==> src/rtl/port_status_defines.vh <==
// register map, field layout and reset values for the port status and mode registers
// Summary of operation
// RULE1: four per-port detect/class status registers
// RULE2: detection codes: unknown through negative DC source
// RULE3: class codes: unknown, 1-5, 0, limit
// RULE4: two-step classification forces class field zero
// RULE5: high-cap enable accepts loads up to 100uF
// RULE6: class fault blocks power when enabled
// RULE7: status registers clear on reset
// RULE8: power-good set after qualified startup only
// RULE9: power-good clears on exit or fault
// RULE10: power-on flag follows port switch state
// RULE11: flag transitions set change-event bits
// RULE12: power status: good high nibble, on low
// RULE13: straps latched at reset, later ignored
// RULE14: two mode bits per port, port1 lowest
// RULE15: mode resets to latched autonomous strap
// RULE16: port soft reset leaves mode untouched
// RULE17: mode codes shutdown, manual, semi, auto
// RULE18: reserved bits zero, read-only writes ignored
`ifndef PORT_STATUS_DEFINES_VH
`define PORT_STATUS_DEFINES_VH
`define ADDR_PORT1_STATUS 8'h0C
`define ADDR_PORT2_STATUS 8'h0D
`define ADDR_PORT3_STATUS 8'h0E
`define ADDR_PORT4_STATUS 8'h0F
`define ADDR_POWER_STATUS 8'h10
`define ADDR_STRAP_LATCH 8'h11
`define ADDR_MODE 8'h12
`define STATUS_RESET 8'h00
`define POWER_STATUS_RESET 8'h00
`define CODE_UNKNOWN 3'h0
`define POSITIVE_DC_SOURCE_CODE 3'h1
`define HIGH_CAP_CODE 3'h2
`define LOW_RESISTANCE_CODE 3'h3
`define VALID_SIGNATURE_CODE 3'h4
`define HIGH_RESISTANCE_CODE 3'h5
`define OPEN_PORT_CODE 3'h6
`define NEGATIVE_DC_SOURCE_CODE 3'h7
`define CLASS_LIMIT_CODE 3'h7
`define MODE_SHUTDOWN 2'h0
`define MODE_MANUAL 2'h1
`define MODE_SEMI_AUTO 2'h2
`define MODE_AUTO 2'h3
`define POWER_GOOD_FLAG_QUAL_NS 16000
// qualification span in 50 ns core cycles, rounded up from the time above
`define POWER_GOOD_FLAG_QUAL_CYCLES 10'h140
`define POWER_GOOD_FLAG_CNT_WIDTH 10
`endif

==> src/rtl/port_power_tracker.v <==
// one port: power-good qualification, power-on flag and change events
`timescale 1ns/10ps
`include "port_status_defines.vh"
module port_power_tracker (
  input wire clk,
  input wire reset,
  input wire ce,
  input wire switch_on,
  input wire pg_condition,
  input wire startup_end,
  input wire port_fault,
  output reg power_good_flag,
  output reg port_power_on_flag,
  output reg power_good_change_event,
  output reg power_on_change_event
);
  reg [`POWER_GOOD_FLAG_CNT_WIDTH-1:0] qual_count;
  wire qualified;
  reg next_pg;
  assign qualified = (qual_count >= `POWER_GOOD_FLAG_QUAL_CYCLES);
  always @*
  begin
    next_pg = power_good_flag;
    if (startup_end && qualified && switch_on)
      next_pg = 1'b1; // [RULE8]
    if (!pg_condition || port_fault || !switch_on)
      next_pg = 1'b0; // [RULE9]
  end
  always @(posedge clk)
  begin
    if (reset)
    begin
      qual_count <= {`POWER_GOOD_FLAG_CNT_WIDTH{1'b0}};
      power_good_flag <= 1'b0;
      port_power_on_flag <= 1'b0;
      power_good_change_event <= 1'b0;
      power_on_change_event <= 1'b0;
    end
    else if (ce)
    begin
      // qualification must be continuous: any dropout restarts it
      if (!pg_condition || port_fault)
        qual_count <= {`POWER_GOOD_FLAG_CNT_WIDTH{1'b0}};
      else if (!qualified)
        qual_count <= qual_count + 1'b1; // [RULE8]
      power_good_flag <= next_pg;
      port_power_on_flag <= switch_on; // [RULE10]
      power_good_change_event <= (next_pg != power_good_flag); // [RULE11]
      power_on_change_event <= (switch_on != port_power_on_flag); // [RULE11]
    end
    else
    begin
      power_good_change_event <= 1'b0;
      power_on_change_event <= 1'b0;
    end
  end
endmodule // port_power_tracker

==> src/rtl/port_status_mode_registers.v <==
// port status, power status, strap latch and mode registers for four ports
`timescale 1ns/10ps
`include "port_status_defines.vh"
module port_status_mode_registers (
  input wire CORE_CLK,
  input wire RESET,
  input wire CLK_EN,
  input wire [7:0] REG_ADDR,
  input wire REG_WR,
  input wire [7:0] REG_WDATA,
  output reg [7:0] REG_RDATA,
  input wire [3:0] DETECT_DONE,
  input wire [11:0] DETECT_CODE,
  input wire [3:0] CLASS_DONE,
  input wire [11:0] CLASS_CODE,
  input wire [3:0] TWO_STEP_CLASS_ENABLE,
  input wire HIGH_CAP_DETECT_ENABLE,
  input wire HIGH_CAP_OK,
  input wire CLASS_FAULT_POWER_BLOCK,
  input wire [3:0] POWER_REQUEST,
  input wire [3:0] PG_CONDITION,
  input wire [3:0] STARTUP_END,
  input wire [3:0] PORT_FAULT,
  input wire [3:0] ADDR_STRAP,
  input wire SPARE_PAIR_STRAP,
  input wire AUTONOMOUS_STRAP,
  output reg [3:0] PORT_SWITCH_ON,
  output reg [7:0] PORT_MODE,
  output reg [3:0] POWER_GOOD_CHANGE_EVENT,
  output reg [3:0] POWER_ON_CHANGE_EVENT
);
  reg [7:0] port_status [0:3];
  reg [5:0] strap_latch;
  reg [5:0] strap_sync1;
  reg [5:0] strap_sync2;
  reg [3:0] pg_sync1;
  reg [3:0] pg_sync2;
  reg [3:0] fault_sync1;
  reg [3:0] fault_sync2;
  reg strap_pending;
  wire [3:0] power_good_flag;
  wire [3:0] port_power_on_flag;
  wire [3:0] pg_evt;
  wire [3:0] pwr_evt;
  reg [7:0] next_rdata;

  function [2:0] detect_map;
    input [2:0] code;
    input high_cap_en;
    input high_cap_ok;
    begin
      // with the high-cap option a large but acceptable load counts as a pass
      if (high_cap_en && high_cap_ok && code == `HIGH_CAP_CODE)
        detect_map = `VALID_SIGNATURE_CODE; // [RULE5]
      else
        detect_map = code; // [RULE2]
    end
  endfunction

  // straps and analog-side levels come from outside the clock domain
  always @(posedge CORE_CLK)
  begin
    strap_sync1 <= {ADDR_STRAP, SPARE_PAIR_STRAP, AUTONOMOUS_STRAP};
    strap_sync2 <= strap_sync1;
    pg_sync1 <= PG_CONDITION;
    pg_sync2 <= pg_sync1;
    fault_sync1 <= PORT_FAULT;
    fault_sync2 <= fault_sync1;
  end

  genvar i;
  generate
    for (i = 0; i < 4; i = i + 1)
    begin : g_port
      always @(posedge CORE_CLK)
      begin
        if (RESET)
          port_status[i] <= `STATUS_RESET; // [RULE7]
        else if (CLK_EN)
        begin
          if (DETECT_DONE[i])
            port_status[i][2:0] <= detect_map(DETECT_CODE[3*i+2:3*i], HIGH_CAP_DETECT_ENABLE, HIGH_CAP_OK);
          if (TWO_STEP_CLASS_ENABLE[i])
            port_status[i][6:4] <= `CODE_UNKNOWN; // [RULE4]
          else if (CLASS_DONE[i])
            port_status[i][6:4] <= CLASS_CODE[3*i+2:3*i]; // [RULE3]
          port_status[i][7] <= 1'b0; // [RULE18]
          port_status[i][3] <= 1'b0; // [RULE18]
        end
      end

      always @(posedge CORE_CLK)
      begin
        if (RESET)
          PORT_SWITCH_ON[i] <= 1'b0;
        else if (CLK_EN)
        begin
          if (CLASS_FAULT_POWER_BLOCK && port_status[i][6:4] == `CLASS_LIMIT_CODE)
            PORT_SWITCH_ON[i] <= 1'b0; // [RULE6]
          else
            PORT_SWITCH_ON[i] <= POWER_REQUEST[i] && (PORT_MODE[2*i+1:2*i] != `MODE_SHUTDOWN); // [RULE17]
        end
      end

      port_power_tracker u_tracker (
        .clk(CORE_CLK),
        .reset(RESET),
        .ce(CLK_EN),
        .switch_on(PORT_SWITCH_ON[i]),
        .pg_condition(pg_sync2[i]),
        .startup_end(STARTUP_END[i]),
        .port_fault(fault_sync2[i]),
        .power_good_flag(power_good_flag[i]),
        .port_power_on_flag(port_power_on_flag[i]),
        .power_good_change_event(pg_evt[i]),
        .power_on_change_event(pwr_evt[i])
      );
    end
  endgenerate

  // strap latch: mode reload uses the value held before this reset
  always @(posedge CORE_CLK)
  begin
    if (RESET)
    begin
      PORT_MODE <= {8{strap_latch[0]}}; // [RULE15]
      strap_pending <= 1'b1;
    end
    else if (CLK_EN)
    begin
      if (strap_pending)
      begin
        strap_latch <= strap_sync2; // [RULE13]
        strap_pending <= 1'b0;
      end
      if (REG_WR && REG_ADDR == `ADDR_MODE)
        PORT_MODE <= REG_WDATA; // [RULE14] [RULE16]
    end
  end

  always @*
  begin
    case (REG_ADDR)
      `ADDR_PORT1_STATUS: next_rdata = port_status[0]; // [RULE1]
      `ADDR_PORT2_STATUS: next_rdata = port_status[1];
      `ADDR_PORT3_STATUS: next_rdata = port_status[2];
      `ADDR_PORT4_STATUS: next_rdata = port_status[3];
      `ADDR_POWER_STATUS: next_rdata = {power_good_flag, port_power_on_flag}; // [RULE12]
      `ADDR_STRAP_LATCH: next_rdata = {2'h0, strap_latch}; // [RULE18]
      `ADDR_MODE: next_rdata = PORT_MODE;
      default: next_rdata = 8'h00;
    endcase
  end

  always @(posedge CORE_CLK)
  begin
    if (RESET)
    begin
      REG_RDATA <= 8'h00;
      POWER_GOOD_CHANGE_EVENT <= 4'h0;
      POWER_ON_CHANGE_EVENT <= 4'h0;
    end
    else if (CLK_EN)
    begin
      REG_RDATA <= next_rdata;
      POWER_GOOD_CHANGE_EVENT <= pg_evt; // [RULE11]
      POWER_ON_CHANGE_EVENT <= pwr_evt;
    end
  end
endmodule // port_status_mode_registers

==> config.mk <==
export PLATFORM = sky130hd
export DESIGN_NAME = port_status_mode_registers
export DESIGN_NICKNAME = d
export VERILOG_FILES = /design/src/rtl/port_power_tracker.v /design/src/rtl/port_status_mode_registers.v
export VERILOG_INCLUDE_DIRS = /design/src /design/src/rtl
export SDC_FILE = /design/constraint.sdc
export NUM_CORES = 1
export LEC_CHECK = 0
export CAP_MARGIN = 25
export CORE_MARGIN = 1
export CORE_UTILIZATION = 35
export CTS_BUF_LIST = sky130_fd_sc_hd__clkbuf_8
export DETAILED_ROUTE_END_ITERATION = 7
export DONT_BUFFER_PORTS = 1
export PLACE_DENSITY = 0.5
export RECOVER_POWER = 25
export SYNTH_ARGS = -nofsm -noshare
export SYNTH_HDL_FRONTEND = slang
export SYNTH_SLANG_ARGS = --single-unit
==> constraint.sdc <==
create_clock -name CORE_CLK -period 4 [get_ports CORE_CLK]
set_input_delay 0.2 -clock CORE_CLK [delete_from_list [all_inputs] [get_ports CORE_CLK]]
set_output_delay 0.2 -clock CORE_CLK [all_outputs]
set_load 0.05 [all_outputs]
## Word-level counts from Yosys, hierarchy flattened

Memory sizes are Yosys's and may differ from the RTL's.
Cells that the tools add are included.

| operators by class | value |
|---|---|
| mux-type cells | 106 |
| bitwise operators | 14 |
| magnitude comparators | 4 |
| eq/ne operators | 27 |
| reductions and logical operators | 51 |
| $add $sub $neg | 4 |

Operators by type and width:

| operator | count |
|---|---|
| two-way mux 3 bit | 28 |
| two-way mux 10 bit | 8 |
| two-way mux 1 bit | 66 |
| case mux 8 bit (7 select lines) | 1 |
| adder 10 x 1 -> 10 bit (second input constant) | 4 |
| >= comparator 10 x 9 -> 1 bit (second input constant) | 4 |
| == test 8 x 4 -> 1 bit (second input constant) | 4 |
| == test 8 x 5 -> 1 bit (second input constant) | 3 |
| two-way mux 8 bit | 3 |
| logical AND 1 bit | 22 |
| == test 3 x 2 -> 1 bit (second input constant) | 4 |
| == test 3 bit (second input constant) | 4 |
| bitwise OR 1 bit | 12 |
| nonzero test 2 bit | 6 |
| AND reduction 2 bit | 5 |
| zero test 1 bit | 8 |
| logical OR 1 bit | 8 |
| inequality test 1 bit | 8 |
| inequality test 2 bit (second input constant) | 4 |
| AND reduction 3 bit | 1 |
| inverter 1 bit | 2 |
| OR reduction 2 bit | 1 |

| word-level totals | value |
|---|---|
| bits of input ports | 81 |
| bits in writable memories | 24 |
| memories | 1 |
| bits in registers | 119 |

Memory list:

| name | depth | bits a word | read ports | clocked after Yosys merged registers in | write ports | line | source |
|---|---|---|---|---|---|---|---|
| port_status | 4 | 6 | 4 | 0 | 4 | port_status_mode_registers.v:32 | `reg [7:0] port_status [0:3];` |

## Logic depth before layout (Yosys ltp)

| depth | value |
|---|---|
| depth in word-level cells | 7 |
| gate-level depth with buffers | 7 |
| mapped depth without buffers | 4 |

## Cells and area by module

A second synthesis with hierarchy kept.

| unflattened totals | value |
|---|---|
| cells, all modules | 580 |
| area total of the unflattened synthesis | 5,987.0 µm² |

By module, submodules not included:

| module | instances | seq. area each (µm²) | area an instance (µm²) | cells each |
|---|---|---|---|---|
| port_status_mode_registers | 1 | 2,122.0 | 3,384.5 | 300 |
| port_power_tracker | 4 | 280.3 | 650.6 | 70 |

## Worst setup path before layout

Ideal clock, no wire load.

| timing path | value |
|---|---|
| path type | input -> register |
| start point | in REG_ADDR[5] |
| end point | reg PORT_MODE[0] (enable) |
| slack | 2,200 ps |
| data required time | 3,670 ps |
| arrival time | 1,470 ps |
| cell stages on the path | 5 |
| path through | or3_1 > buf_2 > buf_2 > nor3_1 > a41o_1 |

| between the ends | value |
|---|---|
| word-level cells in the longest chain between the ends | 4 |

Ends and longest elaborated chain:

| item | line | source |
|---|---|---|
| start: declaration | port_status_mode_registers.v:8 | `input wire [7:0] REG_ADDR,` |
| == test 8 x 5 -> 1 bit | -- |  |
| logical AND 1 bit (no source line) | -- |  |
| nonzero test 2 bit (no source line) | -- |  |
| AND reduction 2 bit (no source line) | -- |  |
| end signal: assignment | port_status_mode_registers.v:126 | `PORT_MODE <= {8{strap_latch[0]}};` |
| end: declaration | port_status_mode_registers.v:28 | `output reg [7:0] PORT_MODE,` |

No other way between the ends.
A chain may end at the register's enable or synchronous reset.

## Worst setup path after layout

| timing path | value |
|---|---|
| start point | reg PORT_MODE[1] |
| end point | reg REG_RDATA[1] |

| between the ends | value |
|---|---|
| word-level cells in the longest chain between the ends | 1 |

Ends and longest elaborated chain:

| item | line | source |
|---|---|---|
| case mux 8 bit (7 select lines) | port_status_mode_registers.v:143 | `case (REG_ADDR)` |
| end signal: assignment | port_status_mode_registers.v:165 | `REG_RDATA <= next_rdata;` |
| end: declaration | port_status_mode_registers.v:11 | `output reg [7:0] REG_RDATA,` |

No other way between the ends.

==> impl_metrics.tcl <==
set metrics [dict create \
    synth_xor_area_share_pct 1.145 \
    netlist_area_mm2 0.006117 \
    outcome "finished clean" \
    grt_max_degree 44 \
    synth_top_family_by_area "simple AND/OR/NAND/NOR gates" \
    worstHoldPathType "in2reg" \
    ys_seq_elements 143 \
    avgRoutedWirePerCell_um 17.75 \
    cap_violations 0 \
    grtUsageTotal_pct 18.53 \
    synthDistinctLibCells 57 \
    fmax_ghz 0.5315 \
    leakage_nw 2.528 \
    worstSetupPathType "reg2reg" \
    seq_power_share_pct 53.5 \
    fin_crit_ps 1881 \
    synthCells 632 \
    power.switching_mw 0.7468 \
    vias_per_cell 5.367 \
    yosys.area.top_type_share_pct 34.36 \
    numPortBuffers 0 \
    rows 47 \
    via_count 4900 \
    cts_tree "built" \
    clkSinkCount 143 \
    p_clk_share_pct 40.3 \
    synth_area_leaders "dfxtp_1 (34%), edfxtp_1 (19%), a21oi_1 (3.7%)" \
    instances_no_fill 913 \
    synthSimpleGateAreaFrac_pct 20.41 \
    dieArea_mm2 0.01801 \
    setup_viol 0 \
    path_clk_slew_ps 90 \
    intPower_mw 2.249 \
    post_cts_buffers 0 \
    drive_above_1_share_pct 6.647 \
    r2r_setup_slack_ps 2120 \
    cts_root_buffer "clkbuf_8" \
    swShare_pct 24.93 \
    first_iter_violations 265 \
    ys_seq_area_share_pct 53.02 \
    p_comb_share_pct 6.3 \
    drv_slew 0 \
    drt-met1-wl_um 6977 \
    final_area_mm2 0.007288 \
    die_y_um 134.2 \
    h-tree-depth 4 \
    cp-end-kind "flop" \
    synth_top_area_cell "dfxtp_1" \
    cts_max_path_buffers 2 \
    yosysWarnings 0 \
    core_area_mm2 0.01682 \
    dr.pass1.iters 5 \
    fillCellCount 1675 \
    wl_met2_um 7621 \
    finalCritPeriodShare_pct 47.04 \
    cellPowerDensity_mw_per_mm2 411.1 \
    dpl.hpwl_um 10790 \
    grt_pass1_wl_um 25360 \
    rsz0062_at_grt "no" \
    cp.required_ps 4370 \
    synthMuxAreaShare_pct 3.539 \
    routed.top_layer "met4" \
    gp_congestion 0.8084 \
    first_global_vias 4807 \
    drt-total-wl_um 16210 \
    place_area_mm2 0.006242 \
    synth-edff-count 38 \
    tns_ps 0 \
    io_pins 109 \
    ant_nets 0 \
    synth_fa_ha_area_share_pct 1.636 \
    finalClockSkew_ps 11.44 \
    syn_avg_cell_area_um2 9.679 \
    initial_core_util_pct 36.37 \
    synth_ff_type "dfxtp_1" \
    worst_pin_slew_ps 1045 \
    async_reset_ff_share_pct 0 \
    critical_path_peak_fanout 3 \
    routed-wl-met3_um 1235 \
    finalHoldViolCount 0 \
    insertion_delay_ps 440 \
    drc 0 \
    synth_compound_area_share_pct 15.16 \
    cts_made_buffers 17 \
    overflow 0 \
    synth_nets 721 \
    antenna_found_initial 1 \
    hold_slack_ps 36.64 \
    arrival_ps 2260 \
    ir_drop_mv 0.2363 \
    cp-start-kind "flop" \
    maxSlewHeadroom_pct 30.33 \
    nets 768 \
    place_inst 819 \
    syn_to_final_growth_pct 19.15 \
    die_x_um 134.2 \
]
==> worst max-delay path, cell delays in order, from the launching register on <==
cell,delay (ps)
edfxtp_1,700
nand4bb_1,150
a2111oi_0,660
a221oi_1,110
o211ai_1,190
==> cell type report <==
| class | instances | area (um^2) | area share [%] |
|---|---|---|---|
| timing repair buffer | 62 | 634.4 | 8.704 |
| antenna | 1 | 2.502 | 0.03433 |
| multi-input combinational | 414 | 2562 | 35.16 |
| clock inverter | 15 | 182.7 | 2.506 |
| inverter | 41 | 153.9 | 2.112 |
| sequential | 143 | 3243 | 44.50 |
| tap | 220 | 275.3 | 3.777 |
| clock buffer | 17 | 234.0 | 3.210 |
==> flip-flops by register name, summed over array words and instances, names as in the netlist <==
name / cells
POWER_ON_CHANGE_EVENT: 4
strap_sync2: 6
g_port.u_tracker.power_on_change_event: 4
pg_sync1: 4
strap_latch: 6
strap_sync1: 6
port_status: 24
REG_RDATA: 8
fault_sync1: 4
g_port.u_tracker.qual_count: 40
PORT_SWITCH_ON: 4
PORT_MODE: 8
fault_sync2: 4
POWER_GOOD_CHANGE_EVENT: 4
pg_sync2: 4
g_port.u_tracker.power_good_change_event: 4
strap_pending: 1
g_port.u_tracker.port_power_on_flag: 4
g_port.u_tracker.power_good_flag: 4
==> per-stage QoR <==
step	setup slack [ps]	power, mW	utilization [%]
5_1_grt	1990	3.122	43.33
2_1_floorplan	2200	1.738	-
4_1_cts	2125	3.030	43.28
3_3_place_gp	2047	1.755	37.11
6_report	2119	2.996	43.33
3_5_place_dp	1984	1.758	37.11
==> power by group through the flow <==
stage | Sequential, mW | Combinational, mW | Clock, mW
finish | 1.60 | 0.188 | 1.21
global route | 1.61 | 0.205 | 1.31
CTS | 1.60 | 0.187 | 1.24
detailed placement | 1.64 | 0.121 | 0
global placement | 1.64 | 0.119 | 0
floorplan | 1.61 | 0.125 | 0
==> kinds of logic (layout without fill, tap and decap cells) <==
kind of cell | count (synthesis) | in the layout
AOI/OAI and AO/OA | 147 | 147
xor gates and xnor gates | 8 | 8
muxes | 21 | 21
DFF | 143 | 143
adders and majority gates | 8 | 8
and+or+nand+nor | 230 | 230
buffers and inverters | 75 | 135
other | 0 | 1
==> path summary, 6_finish.rpt <==
| check | cells after the start | end | startpoint |
|---|---|---|---|
| setup / recovery | 4 | REG_RDATA[1] | PORT_MODE[1] |
| hold / removal | 2 | PORT_MODE[4] | REG_WDATA[4] |
| setup reg to reg | 4 | REG_RDATA[1] | PORT_MODE[1] |
| hold reg to reg | 0 | fault_sync2[3] | fault_sync1[3] |
==> per-layer routing <==
layer  vias to the layer above  track usage (%)
li1                       2388                -
met1                      2328            22.60
met2                       160            29.76
met3                        24            5.518
met4                         0            9.114
met5                         -                0
==> what timing repair did <==
| item | 4_1_cts | 5_1_grt |
|---|---|---|
| hold buffers | 60 | 1 |
| hold endpoints to repair | 94 | 1 |
| resized for setup | 0 | 0 |
==> layout by cell type (no fill, tap or decap), types with 6 or more instances in the layout <==
master and count:
nor2_1 41, clkbuf_8 17, ha_1 8, or4_1 12, xnor2_1 7, edfxtp_1 38, nor3_1 16, dlygate4sd3_1 59
or3_1 15, and3_1 9, o21ai_0 39, nand2_1 49, o21a_1 7, nor2b_1 6, nand3_1 11, dfxtp_1 105
and2_1 14, nor3b_1 9, mux2i_1 16, nor4_1 7, a21oi_1 45, inv_1 40, nand4_1 18, nand2b_1 7
o31ai_1 10
==> cells in the mapped netlist (5+ instances only) <==
cell	n
dfxtp_1	105
nand2_1	49
or3_1	15
nor3_1	16
clkbuf_1	20
and2_1	14
o21ai_1	5
nand2b_1	7
nand4_1	18
a22o_1	5
o2111ai_1	5
nand3_1	11
buf_4	5
xnor2_1	7
o21ai_0	39
nor2_1	41
nor3b_1	9
ha_1	8
or4_1	12
nor4_1	7
nor2b_1	6
and3_1	9
mux2i_1	16
o31ai_1	10
o21a_1	7
inv_1	40
buf_2	9
a21oi_1	45
edfxtp_1	38
mux2_2	5
Note: power is estimated with default switching activity, not from simulation.
